[config.mk]
export PLATFORM = sky130hd
export DESIGN_NAME = pbae_engine
export DESIGN_NICKNAME = d
export VERILOG_FILES = /design/src/hdl/pbae_pkg.sv /design/src/hdl/pbae_engine.sv
export VERILOG_INCLUDE_DIRS = /design/src /design/src/hdl
export SDC_FILE = /design/constraint.sdc
export NUM_CORES = 1
export LEC_CHECK = 0
export ABC_AREA = 0
export ABC_CLOCK_PERIOD_IN_PS = 2700
export BUFFER_PORTS_ARGS = -buffer_cell sky130_fd_sc_hd__buf_2
export CELL_PAD_IN_SITES_DETAIL_PLACEMENT = 0
export CELL_PAD_IN_SITES_GLOBAL_PLACEMENT = 1
export CORE_MARGIN = 3
export CORE_UTILIZATION = 25
export CTS_CLUSTER_DIAMETER = 120
export DETAILED_ROUTE_END_ITERATION = 8
export PLACE_DENSITY_LB_ADDON = 0.3
export REMOVE_ABC_BUFFERS = 1
export SYNTH_ARGS = -nofsm -noshare
export SYNTH_HDL_FRONTEND = slang
export SYNTH_SLANG_ARGS = --single-unit
[constraint.sdc]
create_clock -name pclk -period 2.7 [get_ports pclk]
set_input_delay 0.135 -clock pclk [delete_from_list [all_inputs] [get_ports pclk]]
set_output_delay 0.135 -clock pclk [all_outputs]
set_load 0.02 [all_outputs]
[src/hdl/pbae_map.svh]
// Purpose: Register offsets, field positions and fixed values of the pod bus access engine
// Assumes: Included by the design module; the package does not include it
// Notes: Definitions only
`ifndef PBAE_MAP_SVH
`define PBAE_MAP_SVH

// APB register byte offsets
`define PBAE_OFF_CMD     12'h000
`define PBAE_OFF_ADDR    12'h004
`define PBAE_OFF_DATA    12'h008
`define PBAE_OFF_END     12'h00C
`define PBAE_OFF_STAT    12'h010
`define PBAE_OFF_RDATA   12'h014

// Command register fields
`define PBAE_CMD_OP_LSB  0
`define PBAE_CMD_OP_MSB  2
`define PBAE_CMD_SP_LSB  4
`define PBAE_CMD_SP_MSB  6

// Status register fields
`define PBAE_STAT_BUSY   0
`define PBAE_STAT_REFUSE 1

// Address decoding
`define PBAE_SPECIAL_PFX 16'hF000
`define PBAE_IO_TOP_ZERO 16'h0000
`define PBAE_MEM_TOP_ZERO 8'h00

// Control pin raw levels: lock_n, hold ack, coprocessor ack_n
`define PBAE_CTRL_IDLE   3'h5
`define PBAE_CTRL_LOCK   0
`define PBAE_CTRL_HOLD_ACKNOWLEDGE_OUT   1
`define PBAE_CTRL_COPROCESSOR_OPERAND_ACK_N  2

// Address steps for fill
`define PBAE_STEP_WORD   24'h000002
`define PBAE_STEP_BYTE   24'h000001

// Reset values
`define PBAE_RST_ZERO32  32'h0000_0000
`define PBAE_RST_ZERO24  24'h00_0000
`define PBAE_RST_ZERO16  16'h0000

`endif

[src/hdl/pbae_pkg.sv]
// Purpose: Types shared by the pod bus access engine
// Assumes: pbae_map.svh holds the numbers
// Notes: Enumerations of commands, spaces and engine states
package pbae_pkg;

   // Commands written to the command register
   typedef enum logic [2:0] {
      PBAE_OP_NONE,
      PBAE_OP_READ,
      PBAE_OP_WRITE,
      PBAE_OP_FILL,
      PBAE_OP_REPEAT,
      PBAE_OP_STATUS,
      PBAE_OP_CTRL,
      PBAE_OP_STOP
   } pbae_op_t;

   // Address-space selector settings
   typedef enum logic [2:0] {
      PBAE_SP_MEM_WORD,
      PBAE_SP_MEM_BYTE,
      PBAE_SP_IO_WORD,
      PBAE_SP_IO_BYTE,
      PBAE_SP_INSTR
   } pbae_space_t;

   typedef enum logic [1:0] {
      PBAE_ST_IDLE,
      PBAE_ST_BUS,
      PBAE_ST_NEXT
   } pbae_state_t;

   // Request toward the unit under test bus
   typedef struct packed {
      logic        req;
      logic        we;
      logic        io;
      logic        byte_acc;
      logic [23:0] addr;
      logic [15:0] wdata;
   } pbae_uut_req_t;

   // Control pins of the emulated processor
   typedef struct packed {
      logic bus_lock_n;
      logic hold_acknowledge_out;
      logic coprocessor_operand_ack_n;
      logic code_or_intack_select;
   } pbae_ctrl_pins_t;

endpackage

[src/hdl/pbae_engine.sv]
// Purpose: Command engine that turns mainframe commands into unit-under-test bus cycles
// Assumes: APB slave with zero wait states; UUT bus completes a cycle by raising uut_done
// Notes: Special addresses are served from an internal flip-flop array
`timescale 1ns/100ps
`include "pbae_map.svh"

// Summary of operation
// RQ1 - Memory word addresses span 000000 to FFFFFE
// RQ2 - Memory word: 16-bit cycle, even addresses only
// RQ3 - Memory byte: byte cycle at any address
// RQ4 - I/O word: 16-bit cycle, even ports only
// RQ5 - I/O byte: byte cycle, ports 0000 to FFFF
// RQ6 - Five address spaces selectable
// RQ7 - Instruction: word fetch at even address
// RQ8 - Code select high for instruction, low memory
// RQ9 - Writes to instruction space are refused
// RQ10 - Status read returns raw pin levels
// RQ11 - Idle status reports bits 7,6 high
// RQ12 - F000 prefix selects pod internal location
// RQ13 - Special read returns internal 16-bit value
// RQ14 - Special write stores word internally
// RQ15 - Repeat read loops until stop or reset
// RQ16 - Repeated read data is discarded
// RQ17 - Single write drives one bus write
// RQ18 - Fill writes data from start through end
// RQ19 - Control bits give raw lock, hold, coprocessor levels
// RQ20 - Control levels last one access only
// RQ21 - Mainframe sends only in-range values
// RQ22 - Busy from acceptance until done; stop clears (busy stays low for status and special read/write commands)
module pbae_engine import pbae_pkg::*; #(
   parameter int SPECIAL_DEPTH = 16,
   parameter int STATUS_WIDTH = 8
) (
   // APB clock and reset
   input wire logic pclk,
   input wire logic presetn,
   // APB slave
   input wire logic psel,
   input wire logic penable,
   input wire logic pwrite,
   input wire logic [11:0] paddr,
   input wire logic [31:0] pwdata,
   output logic [31:0] prdata,
   output logic pready,
   output logic pslverr,
   // Unit-under-test bus
   output pbae_uut_req_t uut_bus,
   input wire logic [15:0] uut_rdata,
   input wire logic uut_done,
   // Processor status and control pins
   input wire logic [STATUS_WIDTH-1:0] status_in,
   output pbae_ctrl_pins_t ctrl_pins,
   // Engine state toward the mainframe side
   output logic busy
);

   localparam int SIDX_W = $clog2(SPECIAL_DEPTH);

   logic [31:0] addr_q;
   logic [15:0] data_q;
   logic [23:0] end_q;
   logic [15:0] rdata_q;
   logic refuse_q;
   pbae_op_t op_q;
   pbae_space_t space_q;
   pbae_state_t state_q;
   logic [2:0] ctrl_lvl_q;
   logic [23:0] cur_q;
   logic [15:0] special_q [SPECIAL_DEPTH];

   logic wr_en;
   logic rd_en;
   logic cmd_wr;
   pbae_op_t new_op;
   pbae_space_t new_sp;
   logic is_special;
   logic is_word;
   logic is_io;
   logic addr_ok;
   logic accept;
   logic stop_req;
   logic fill_last;
   logic [23:0] step;
   logic [SIDX_W-1:0] sidx;
   logic mapped;

   // APB strobes; the slave never inserts wait states
   assign wr_en = psel && penable && pwrite;
   assign rd_en = psel && penable && !pwrite;
   assign pready = 1'b1;
   assign cmd_wr = wr_en && (paddr == `PBAE_OFF_CMD);
   assign new_op = pbae_op_t'(pwdata[`PBAE_CMD_OP_MSB:`PBAE_CMD_OP_LSB]);
   assign new_sp = pbae_space_t'(pwdata[`PBAE_CMD_SP_MSB:`PBAE_CMD_SP_LSB]);

   // Unmapped offsets answer with an error
   always_comb begin
      unique case (paddr)
         `PBAE_OFF_CMD, `PBAE_OFF_ADDR, `PBAE_OFF_DATA, `PBAE_OFF_END,
         `PBAE_OFF_STAT, `PBAE_OFF_RDATA: mapped = 1'b1;
         default: mapped = 1'b0;
      endcase
   end
   assign pslverr = psel && penable && !mapped;

   // Address classification of the command about to start
   assign is_special = (addr_q[31:16] == `PBAE_SPECIAL_PFX); // RQ12
   assign is_word = (new_sp == PBAE_SP_MEM_WORD) || (new_sp == PBAE_SP_IO_WORD)
                    || (new_sp == PBAE_SP_INSTR);
   assign is_io = (new_sp == PBAE_SP_IO_WORD) || (new_sp == PBAE_SP_IO_BYTE);
   assign sidx = addr_q[SIDX_W-1:0];

   // Range checks by space; the mainframe should never break them
   always_comb begin
      addr_ok = 1'b1;
      if (new_sp > PBAE_SP_INSTR) begin
         addr_ok = 1'b0; // RQ6
      end
      if (is_word && addr_q[0]) begin
         addr_ok = 1'b0; // RQ2 RQ4 RQ7
      end
      if (is_io && (addr_q[31:16] != `PBAE_IO_TOP_ZERO)) begin
         addr_ok = 1'b0; // RQ4 RQ5
      end
      if (!is_io && (addr_q[31:24] != `PBAE_MEM_TOP_ZERO)) begin
         addr_ok = 1'b0; // RQ1
      end
      if ((new_op == PBAE_OP_WRITE || new_op == PBAE_OP_FILL) && new_sp == PBAE_SP_INSTR) begin
         addr_ok = 1'b0; // RQ9
      end
      if (new_op == PBAE_OP_STATUS) begin
         addr_ok = 1'b1;
      end
      if (is_special && (new_op == PBAE_OP_READ || new_op == PBAE_OP_WRITE)) begin
         addr_ok = 1'b1;
      end
   end

   // A command starts only from idle; stop is always honoured
   assign stop_req = cmd_wr && (new_op == PBAE_OP_STOP);
   assign accept = cmd_wr && (state_q == PBAE_ST_IDLE) && addr_ok
                   && (new_op != PBAE_OP_STOP) && (new_op != PBAE_OP_NONE);

   // Fill step follows the latched space width
   assign step = (space_q == PBAE_SP_MEM_BYTE || space_q == PBAE_SP_IO_BYTE) ?
                 `PBAE_STEP_BYTE : `PBAE_STEP_WORD;
   assign fill_last = (cur_q >= end_q);

   // Software parameter registers
   always_ff @(posedge pclk or negedge presetn) begin
      if (!presetn) begin
         addr_q <= `PBAE_RST_ZERO32;
         data_q <= `PBAE_RST_ZERO16;
         end_q <= `PBAE_RST_ZERO24;
      end else if (wr_en) begin
         if (paddr == `PBAE_OFF_ADDR) begin
            addr_q <= pwdata;
         end
         if (paddr == `PBAE_OFF_DATA) begin
            data_q <= pwdata[15:0];
         end
         if (paddr == `PBAE_OFF_END) begin
            end_q <= pwdata[23:0];
         end
      end
   end

   // Refusal flag: a new refusal wins over clearing by a good command
   always_ff @(posedge pclk or negedge presetn) begin
      if (!presetn) begin
         refuse_q <= 1'b0;
      end else if (cmd_wr && !stop_req && !accept) begin
         refuse_q <= 1'b1; // RQ9
      end else if (accept) begin
         refuse_q <= 1'b0;
      end
   end

   // Pod internal special locations
   generate
      for (genvar i = 0; i < SPECIAL_DEPTH; i++) begin : g_special
         always_ff @(posedge pclk or negedge presetn) begin
            if (!presetn) begin
               special_q[i] <= `PBAE_RST_ZERO16;
            end else if (accept && is_special && new_op == PBAE_OP_WRITE && sidx == SIDX_W'(i)) begin
               special_q[i] <= data_q; // RQ14
            end
         end
      end
   endgenerate

   // Sequencer: one bus cycle per pass, looping for fill and repeat
   always_ff @(posedge pclk or negedge presetn) begin
      if (!presetn) begin
         state_q <= PBAE_ST_IDLE;
         op_q <= PBAE_OP_NONE;
         space_q <= PBAE_SP_MEM_WORD;
         cur_q <= `PBAE_RST_ZERO24;
      end else if (stop_req) begin
         state_q <= PBAE_ST_IDLE; // RQ15 RQ22
         op_q <= PBAE_OP_NONE;
      end else begin
         unique case (state_q)
            PBAE_ST_IDLE: begin
               if (accept) begin
                  op_q <= new_op;
                  space_q <= new_sp;
                  cur_q <= addr_q[23:0];
                  // Special read/write and status commands finish without a bus cycle
                  if (!(is_special && (new_op == PBAE_OP_READ || new_op == PBAE_OP_WRITE))
                      && new_op != PBAE_OP_STATUS) begin
                     state_q <= PBAE_ST_BUS; // RQ12
                  end
               end
            end
            PBAE_ST_BUS: begin
               if (uut_done) begin
                  state_q <= PBAE_ST_NEXT;
               end
            end
            PBAE_ST_NEXT: begin
               if (op_q == PBAE_OP_REPEAT) begin
                  state_q <= PBAE_ST_BUS; // RQ15
               end else if (op_q == PBAE_OP_FILL && !fill_last) begin
                  cur_q <= cur_q + step; // RQ18
                  state_q <= PBAE_ST_BUS;
               end else begin
                  state_q <= PBAE_ST_IDLE;
                  op_q <= PBAE_OP_NONE;
               end
            end
            default: begin
               state_q <= PBAE_ST_IDLE;
            end
         endcase
      end
   end

   // Result capture; repeated reads never update it
   always_ff @(posedge pclk or negedge presetn) begin
      if (!presetn) begin
         rdata_q <= `PBAE_RST_ZERO16;
      end else if (accept && new_op == PBAE_OP_STATUS) begin
         rdata_q <= 16'(status_in); // RQ10 RQ11
      end else if (accept && is_special && new_op == PBAE_OP_READ) begin
         rdata_q <= special_q[sidx]; // RQ13
      end else if (state_q == PBAE_ST_BUS && uut_done && op_q == PBAE_OP_READ) begin
         if (space_q == PBAE_SP_MEM_BYTE || space_q == PBAE_SP_IO_BYTE) begin
            rdata_q <= {8'h00, uut_rdata[7:0]}; // RQ3 RQ5
         end else begin
            rdata_q <= uut_rdata; // RQ2 RQ4 RQ7
         end
      end
   end // RQ16

   // Control levels latched per command, held only for its access
   always_ff @(posedge pclk or negedge presetn) begin
      if (!presetn) begin
         ctrl_lvl_q <= `PBAE_CTRL_IDLE;
      end else if (accept && new_op == PBAE_OP_CTRL) begin
         ctrl_lvl_q <= data_q[2:0]; // RQ19
      end else if (state_q == PBAE_ST_NEXT || stop_req) begin
         ctrl_lvl_q <= `PBAE_CTRL_IDLE; // RQ20
      end
   end

   // Bus request outputs; request falls on completion or stop
   always_ff @(posedge pclk or negedge presetn) begin
      if (!presetn) begin
         uut_bus <= '0;
         ctrl_pins <= '{bus_lock_n: 1'b1, hold_acknowledge_out: 1'b0,
                        coprocessor_operand_ack_n: 1'b1, code_or_intack_select: 1'b0};
      end else begin
         uut_bus.req <= (state_q == PBAE_ST_BUS) && !uut_done && !stop_req;
         uut_bus.we <= (op_q == PBAE_OP_WRITE) || (op_q == PBAE_OP_FILL); // RQ17 RQ18
         uut_bus.io <= (space_q == PBAE_SP_IO_WORD) || (space_q == PBAE_SP_IO_BYTE);
         uut_bus.byte_acc <= (space_q == PBAE_SP_MEM_BYTE) || (space_q == PBAE_SP_IO_BYTE);
         uut_bus.addr <= cur_q;
         uut_bus.wdata <= data_q;
         ctrl_pins.bus_lock_n <= ctrl_lvl_q[`PBAE_CTRL_LOCK]; // RQ19
         ctrl_pins.hold_acknowledge_out <= ctrl_lvl_q[`PBAE_CTRL_HOLD_ACKNOWLEDGE_OUT];
         ctrl_pins.coprocessor_operand_ack_n <= ctrl_lvl_q[`PBAE_CTRL_COPROCESSOR_OPERAND_ACK_N];
         ctrl_pins.code_or_intack_select <= (space_q == PBAE_SP_INSTR) && (state_q != PBAE_ST_IDLE); // RQ8
      end
   end

   // Busy covers every accepted command that starts a bus cycle until its last cycle; status and special read/write never raise it
   assign busy = (state_q != PBAE_ST_IDLE); // RQ22

   // Register read mux
   always_comb begin
      prdata = `PBAE_RST_ZERO32;
      if (rd_en) begin
         unique case (paddr)
            `PBAE_OFF_CMD: prdata = {25'h0, space_q, 1'b0, op_q};
            `PBAE_OFF_ADDR: prdata = addr_q;
            `PBAE_OFF_DATA: prdata = {16'h0000, data_q};
            `PBAE_OFF_END: prdata = {8'h00, end_q};
            `PBAE_OFF_STAT: prdata = {30'h0, refuse_q, busy};
            `PBAE_OFF_RDATA: prdata = {16'h0000, rdata_q};
            default: prdata = `PBAE_RST_ZERO32;
         endcase
      end
   end

endmodule

# Word-level counts from Yosys, hierarchy flattened
# Index checks and enable logic that the tools add are counted.
[totals]
register_bits = 428
latch_bits = 0
mem_bits_rw = 0
romBits = 0
in_bits = 74
output_inout_bits = 83
mem_count = 0
[op_classes]
n_addsub = 1
mul = 0
n_div = 0
order_cmp = 3
eq_ne = 50
n_shift = 0
muxes = 38
bitwise = 2
n_reduce_logical = 83
[op_table]
columns = ["operator", "count"]
rows = [
  ["$pmux W32 S6", 1],
  ["$mux W16", 6],
  ["$mux W24", 3],
  ["$bmux W16 S4", 1],
  ["$pmux W24 S2", 1],
  ["$logic_and A1 B1 Y1", 45],
  ["$eq A4 B4 Y1 const B", 8],
  ["$mux W32", 1],
  ["$add A24 B2 Y24", 1],
  ["$eq A12 B4 Y1 const B", 2],
  ["$eq A12 B5 Y1 const B", 2],
  ["$eq A3 B2 Y1 const B", 8],
  ["$ge A24 B24 Y1", 1],
  ["$eq A3 B3 Y1 const B", 6],
  ["$mux W3", 6],
  ["$ne A3 B3 Y1 const B", 6],
  ["$eq A16 B16 Y1 const B", 1],
  ["$eq A4 B3 Y1 const B", 4],
  ["$reduce_bool A16 Y1", 1],
  ["$eq A12 B3 Y1 const B", 1],
  ["$logic_not A12 Y1", 1],
  ["$mux W1", 12],
  ["$mux W2", 5],
  ["$eq A3 B1 Y1 const B", 3],
  ["other kinds (25)", 51],
]

# Depth between registers and ports, before layout
[depth]
word_depth = 17
depth_mapped = 12
mapped_depth_nobuf = 11

# Worst setup path after synthesis
# No wires, ideal clock.
[synth_path]
path_type = "flip-flop to flip-flop"
startpoint = "reg space_q[2]"
endpoint = "reg cur_q[22]"
setup_ps = 127
t_arrival_ps = 2665
required_time_ps = 2573
setup_slack_ps = -91
path_stages_with_launch = 13
period_less_slack_ps = 2791
path_cell_list = "dfrtp_1 > nand2b_1 > clkbuf_1 > inv_1 > ha_1 > inv_1 > fa_1 > and4b_1 > nand3_1 > nor3_1 > nand2_1 > o31ai_1 > a21oi_1"
[synth_between]
elab_chain_cells = 7
[synth_lines]
columns = ["element", "line_no", "text"]
rows = [
  ["start: declaration", "pbae_engine.sv:65", "pbae_space_t space_q;"],
  ["start signal: assignment", "pbae_engine.sv:206", "space_q <= new_sp;"],
  ["$eq A3 B1 Y1 / $eq A3 B2 Y1 (equally long branches)", "pbae_engine.sv:144", "assign step = (space_q == PBAE_SP_MEM_BYTE || space_q == PBAE_SP_IO_BYTE) ?"],
  ["$logic_or A1 B1 Y1 *", "pbae_engine.sv:144", ""],
  ["$mux W2 (no line) *", "n/a", ""],
  ["via step[0]", "pbae_engine.sv:83", "logic [23:0] step;"],
  ["$add A24 B2 Y24 *", "pbae_engine.sv:224", "cur_q <= cur_q + step;"],
  ["$mux W24 *", "pbae_engine.sv:223", "end else if (op_q == PBAE_OP_FILL && !fill_last) begin"],
  ["$mux W24 *", "pbae_engine.sv:221", "if (op_q == PBAE_OP_REPEAT) begin"],
  ["$pmux W24 S2 *", "pbae_engine.sv:202", "unique case (state_q)"],
  ["end signal: assignment", "pbae_engine.sv:197", "cur_q <= `PBAE_RST_ZERO24;"],
  ["end signal: assignment", "pbae_engine.sv:207", "cur_q <= addr_q[23:0];"],
  ["end signal: assignment", "pbae_engine.sv:224", ""],
  ["end: declaration", "pbae_engine.sv:68", "logic [23:0] cur_q;"],
]
# Mark *: on every way through the listed nets, which the timed path passes. The rest lies on a longest branch. The select of a mux whose other input is x is not followed.
# A chain may end at the register's enable or synchronous reset.

# Worst setup path in the final report
[layout_path]
startpoint = "reg addr_q[18]"
endpoint = "reg special_q[113] in the netlist's numbering"
[layout_between]
elab_chain_cells = 13
[layout_lines]
columns = ["element", "line_no", "text"]
rows = [
  ["start: declaration", "pbae_engine.sv:59", "logic [31:0] addr_q;"],
  ["start signal: assignment", "pbae_engine.sv:151", "addr_q <= `PBAE_RST_ZERO32;"],
  ["start signal: assignment", "pbae_engine.sv:156", "addr_q <= pwdata;"],
  ["$reduce_bool A16 Y1 (no line)", "n/a", ""],
  ["$logic_and A1 B1 Y1", "pbae_engine.sv:121", "if (is_io && (addr_q[31:16] != `PBAE_IO_TOP_ZERO)) begin"],
  ["$mux W1", "pbae_engine.sv:121", ""],
  ["$mux W1", "pbae_engine.sv:124", "if (!is_io && (addr_q[31:24] != `PBAE_MEM_TOP_ZERO)) begin"],
  ["$mux W1", "pbae_engine.sv:127", "if ((new_op == PBAE_OP_WRITE || new_op == PBAE_OP_FILL) && new_sp == PBAE_SP_INSTR) begin"],
  ["$mux W1", "pbae_engine.sv:130", "if (new_op == PBAE_OP_STATUS) begin"],
  ["$mux W1", "pbae_engine.sv:133", "if (is_special && (new_op == PBAE_OP_READ || new_op == PBAE_OP_WRITE)) begin"],
  ["$logic_and A1 B1 Y1", "pbae_engine.sv:140", "assign accept = cmd_wr && (state_q == PBAE_ST_IDLE) && addr_ok"],
  ["$logic_and A1 B1 Y1 (2 in series)", "pbae_engine.sv:141", "&& (new_op != PBAE_OP_STOP) && (new_op != PBAE_OP_NONE);"],
  ["$logic_and A1 B1 Y1 * (3 in series)", "pbae_engine.sv:184", "end else if (accept && is_special && new_op == PBAE_OP_WRITE && sidx == SIDX_W'(i)) begin"],
  ["end signal: indexed assignment", "pbae_engine.sv:183", "special_q[i] <= `PBAE_RST_ZERO16;"],
  ["end signal: indexed assignment", "pbae_engine.sv:185", "special_q[i] <= data_q;"],
  ["end: declaration", "pbae_engine.sv:69", "logic [15:0] special_q [SPECIAL_DEPTH];"],
]
# Every way passes the cells marked *; elsewhere a longest branch is shown, timed or not.

==> flow_summary.yaml <==
logic_synthesis:
  yosys_warnings: 0
  ys_seq_area_frac: 0.532
  syn_inst: 1456
  synth.distinct_cells: 72
  synth_area_per_cell_sq_um: 13.8
  synth-edff-count: 0
  synthFlopType: "dfrtp_1"
  syn_area_sq_mm: 0.0201
  async_flop_share: 1.00
  yosys_register_bits: 428
cells_and_area:
  area_growth_pct: 31.2
  nets: 1899
  drive_gt1_frac: 0.483
pwr:
  clockPowerShare: 0.490
  p_sw_frac: 0.228
  comb_power_share: 0.043
  internal_power_mw: 10.7
  ir_drop_v: 0.000434
  power_density_mw_per_mm2: 525
  power.switching_mw: 3.17
  seqPwrFrac: 0.467
  leakage_nw: 12.3
clocking:
  clk_pin_slew_ns: 0.06
  numCtsBuffers: 49
  htreeDepth: 2
  clock-sinks: 428
  cts_tree: "yes"
  clockRootBuffer: "clkbuf_16"
  clk_path_buf_depth: 3
  clk_latency_ns: 0.61
critical_path:
  cp_max_fo: 5
  worstSetupPathType: "reg2reg"
  worstPathArrival_ns: 3.14
  r2r_setup_slack_ns: 0.03
  cp.required_ns: 3.17
  critPathLaunchType: "register"
  cp-end-kind: "register"
timing:
  setup-tns-final_ns: 0
  clock.fmax_ghz: 0.375
  worst_pin_slew_ns: 0.968
  fin_crit_ns: 2.67
  max_slew_margin: 0.352
  setup_violations: 0
  skew_ns: 0.0327
  hold_violations: 0
  rsz0062_at_grt: "true"
  slew_viol_final: 0
  fin_hold_ws_ns: 0.0641
  finalCritPeriodShare: 0.989
worst_hold_path:
  hold_path_class: "in2reg"
drt:
  vias: 13800
  first_pass_iters: 6
  drt.antenna.violating_nets: 0
  drc: 0
  drt_iter0_markers: 851
  routedWlPerCell_um: 22.2
  vias_per_cell: 4.76
  finalWirelength_um: 64200
global_route:
  grtUsageTotal: 0.150
  grt_max_degree: 71
  grt_pass1_wl_um: 94400
  grt_overflow: 0
  grt_pass1_vias: 14400
  antenna_found_initial: 2
job:
  max_cap_viol_count: 0
floorplanning:
  rows: 103
  start_util: 0.254
  core_sq_mm: 0.0794
  boundaryPins: 157
  die_y_um: 290
  fp.dieW_um: 290
  die-area_sq_mm: 0.0840
placed_design:
  gp_congestion: 0.866
  dpl.hpwl_um: 45300
  io_buffers: 155
run_status:
  outcome: "complete, no violations"
[final timing paths]
kind,start,endpoint,cells after the start
hold reg to reg,ctrl_lvl_q[2]$_DFFE_PN1P_,ctrl_pins[1]$_DFF_PN1_,0
min in group asynchronous,presetn,data_q[14]$_DFFE_PN0P_,2
max in group asynchronous,presetn,ctrl_pins[1]$_DFF_PN1_,3
setup / recovery,addr_q[18]$_DFFE_PN0P_,special_q[113]$_DFFE_PN0P_,10
setup reg to reg,addr_q[18]$_DFFE_PN0P_,special_q[113]$_DFFE_PN0P_,10
hold / removal,paddr[2],refuse_q$_DFFE_PN0P_,4
[through the flow]
step	setup slack (ns)	utilization	total power [mW]	instance area, sq um	cells
after floorplan	-2.02	-	6.73	19700	1358
after global routing	-0.0837	0.333	14.4	26400	2885
after detailed placement	-0.185	0.296	7.12	23500	2723
after global placement	-0.230	0.296	7.11	23500	2723
final	0.0307	0.333	13.9	26400	2887
after CTS	-0.00163	0.325	14.1	25800	2868
[area by class of cell]
| type | count | area [sq um] |
|---|---|---|
| Multi-Input combinational cell | 895 | 9330 |
| Timing Repair Buffer | 389 | 3220 |
| Fill cell | 7823 | 53000 |
| Clock inverter | 15 | 203 |
| Clock buffer | 73 | 1490 |
| Inverter | 35 | 131 |
| Tap cell | 1050 | 1310 |
| Sequential cell | 428 | 10700 |
| Antenna cell | 2 | 5.00 |
[metal layers]
metal | up-vias | global-route usage | routed length (um)
li1 | 6113 | - | -
met1 | 7235 | 0.199 | 28500
met2 | 316 | 0.259 | 31800
met3 | 90 | 0.0169 | 2490
met4 | 0 | 0.0418 | 1460
met5 | - | 0 | 0
[worst max-delay path, stage by stage (launching register included)]
cell and delay (ns):
dfrtp_2 0.44, nor4_4 0.33, buf_4 0.16, nand4_1 0.20, nor2_2 0.24, and2_4 0.23, nand3b_4 0.16, nor2_4 0.15
buf_12 0.14, buf_12 0.13, mux2_2 0.33
[power groups by stage]
stage | logic [mW] | registers [mW] | clock network (mW)
after global placement | 0.518 | 6.59 | 0
after floorplan | 0.101 | 6.62 | 0
after global routing | 0.653 | 6.48 | 7.25
after detailed placement | 0.523 | 6.59 | 0
after CTS | 0.591 | 6.48 | 7.01
final | 0.590 | 6.48 | 6.80
[Yosys cell counts (all sizes together), types with 4 or more instances]
library cell / number / area, sq um
nand2: 53 / 201
a21oi: 61 / 305
dfrtp: 424 / 10600
inv: 35 / 131
mux2: 345 / 3920
a22oi: 10 / 75.1
nor4: 12 / 109
and2: 11 / 71.3
nand4: 10 / 62.6
nand3: 24 / 143
mux4: 81 / 1820
a31oi: 4 / 25.0
buf: 39 / 230
nor2: 72 / 360
nand2b: 7 / 43.8
o211ai: 5 / 37.5
o22ai: 6 / 37.5
o21ai: 23 / 115
nand3b: 4 / 55.1
o31ai: 5 / 37.5
o22a: 4 / 35.0
ha: 26 / 325
nor2b: 8 / 50.1
a22o: 9 / 78.8
or3: 5 / 31.3
clkbuf: 59 / 221
a221o: 7 / 70.1
and3: 9 / 56.3
a222oi: 17 / 170
nor3: 30 / 161
dfstp: 4 / 105
[registers in the layout, indices dropped and copies added (netlist names)]
signal and cells:
addr_q 32, ctrl_lvl_q 3, ctrl_pins 4, cur_q 24, data_q 16, end_q 24, op_q 3, rdata_q 16
refuse_q 1, space_q 3, special_q 256, state_q 2, uut_bus 44
[kinds of logic after synthesis]
kind of cell	synth area share
other	0.000186
muxes	0.286
buffers and inverters	0.0290
DFF	0.532
adders and majority gates	0.0172
and+or+nand+nor	0.0723
AOI/OAI and AO/OA	0.0626
[repair_timing]
action                                 in CTS  in global routing
setup buffers                               1                 16
pin swaps                                   4                 14
hold buffers                               56                  0
resized for setup                           9                120
endpoints found under the hold margin     156                  0
setup endpoints to repair                 273                214
gates cloned                                0                  1
[cells in the final DEF, fill, tap and decap left out, types with 12 or more instances in the layout]
cell	n
ha_1	22
mux2_2	234
mux2_4	88
mux4_2	81
nor2_4	12
mux2_1	23
nor3_1	26
inv_1	34
dlygate4sd3_1	56
nor2_1	58
buf_12	38
a21oi_1	58
clkbuf_16	50
clkbuf_8	17
o21ai_0	21
buf_4	126
nand2_1	49
a222oi_1	17
buf_2	154
dfrtp_1	419
buf_6	13
nand3_1	20
Note: power is estimated with default switching activity, not from simulation.
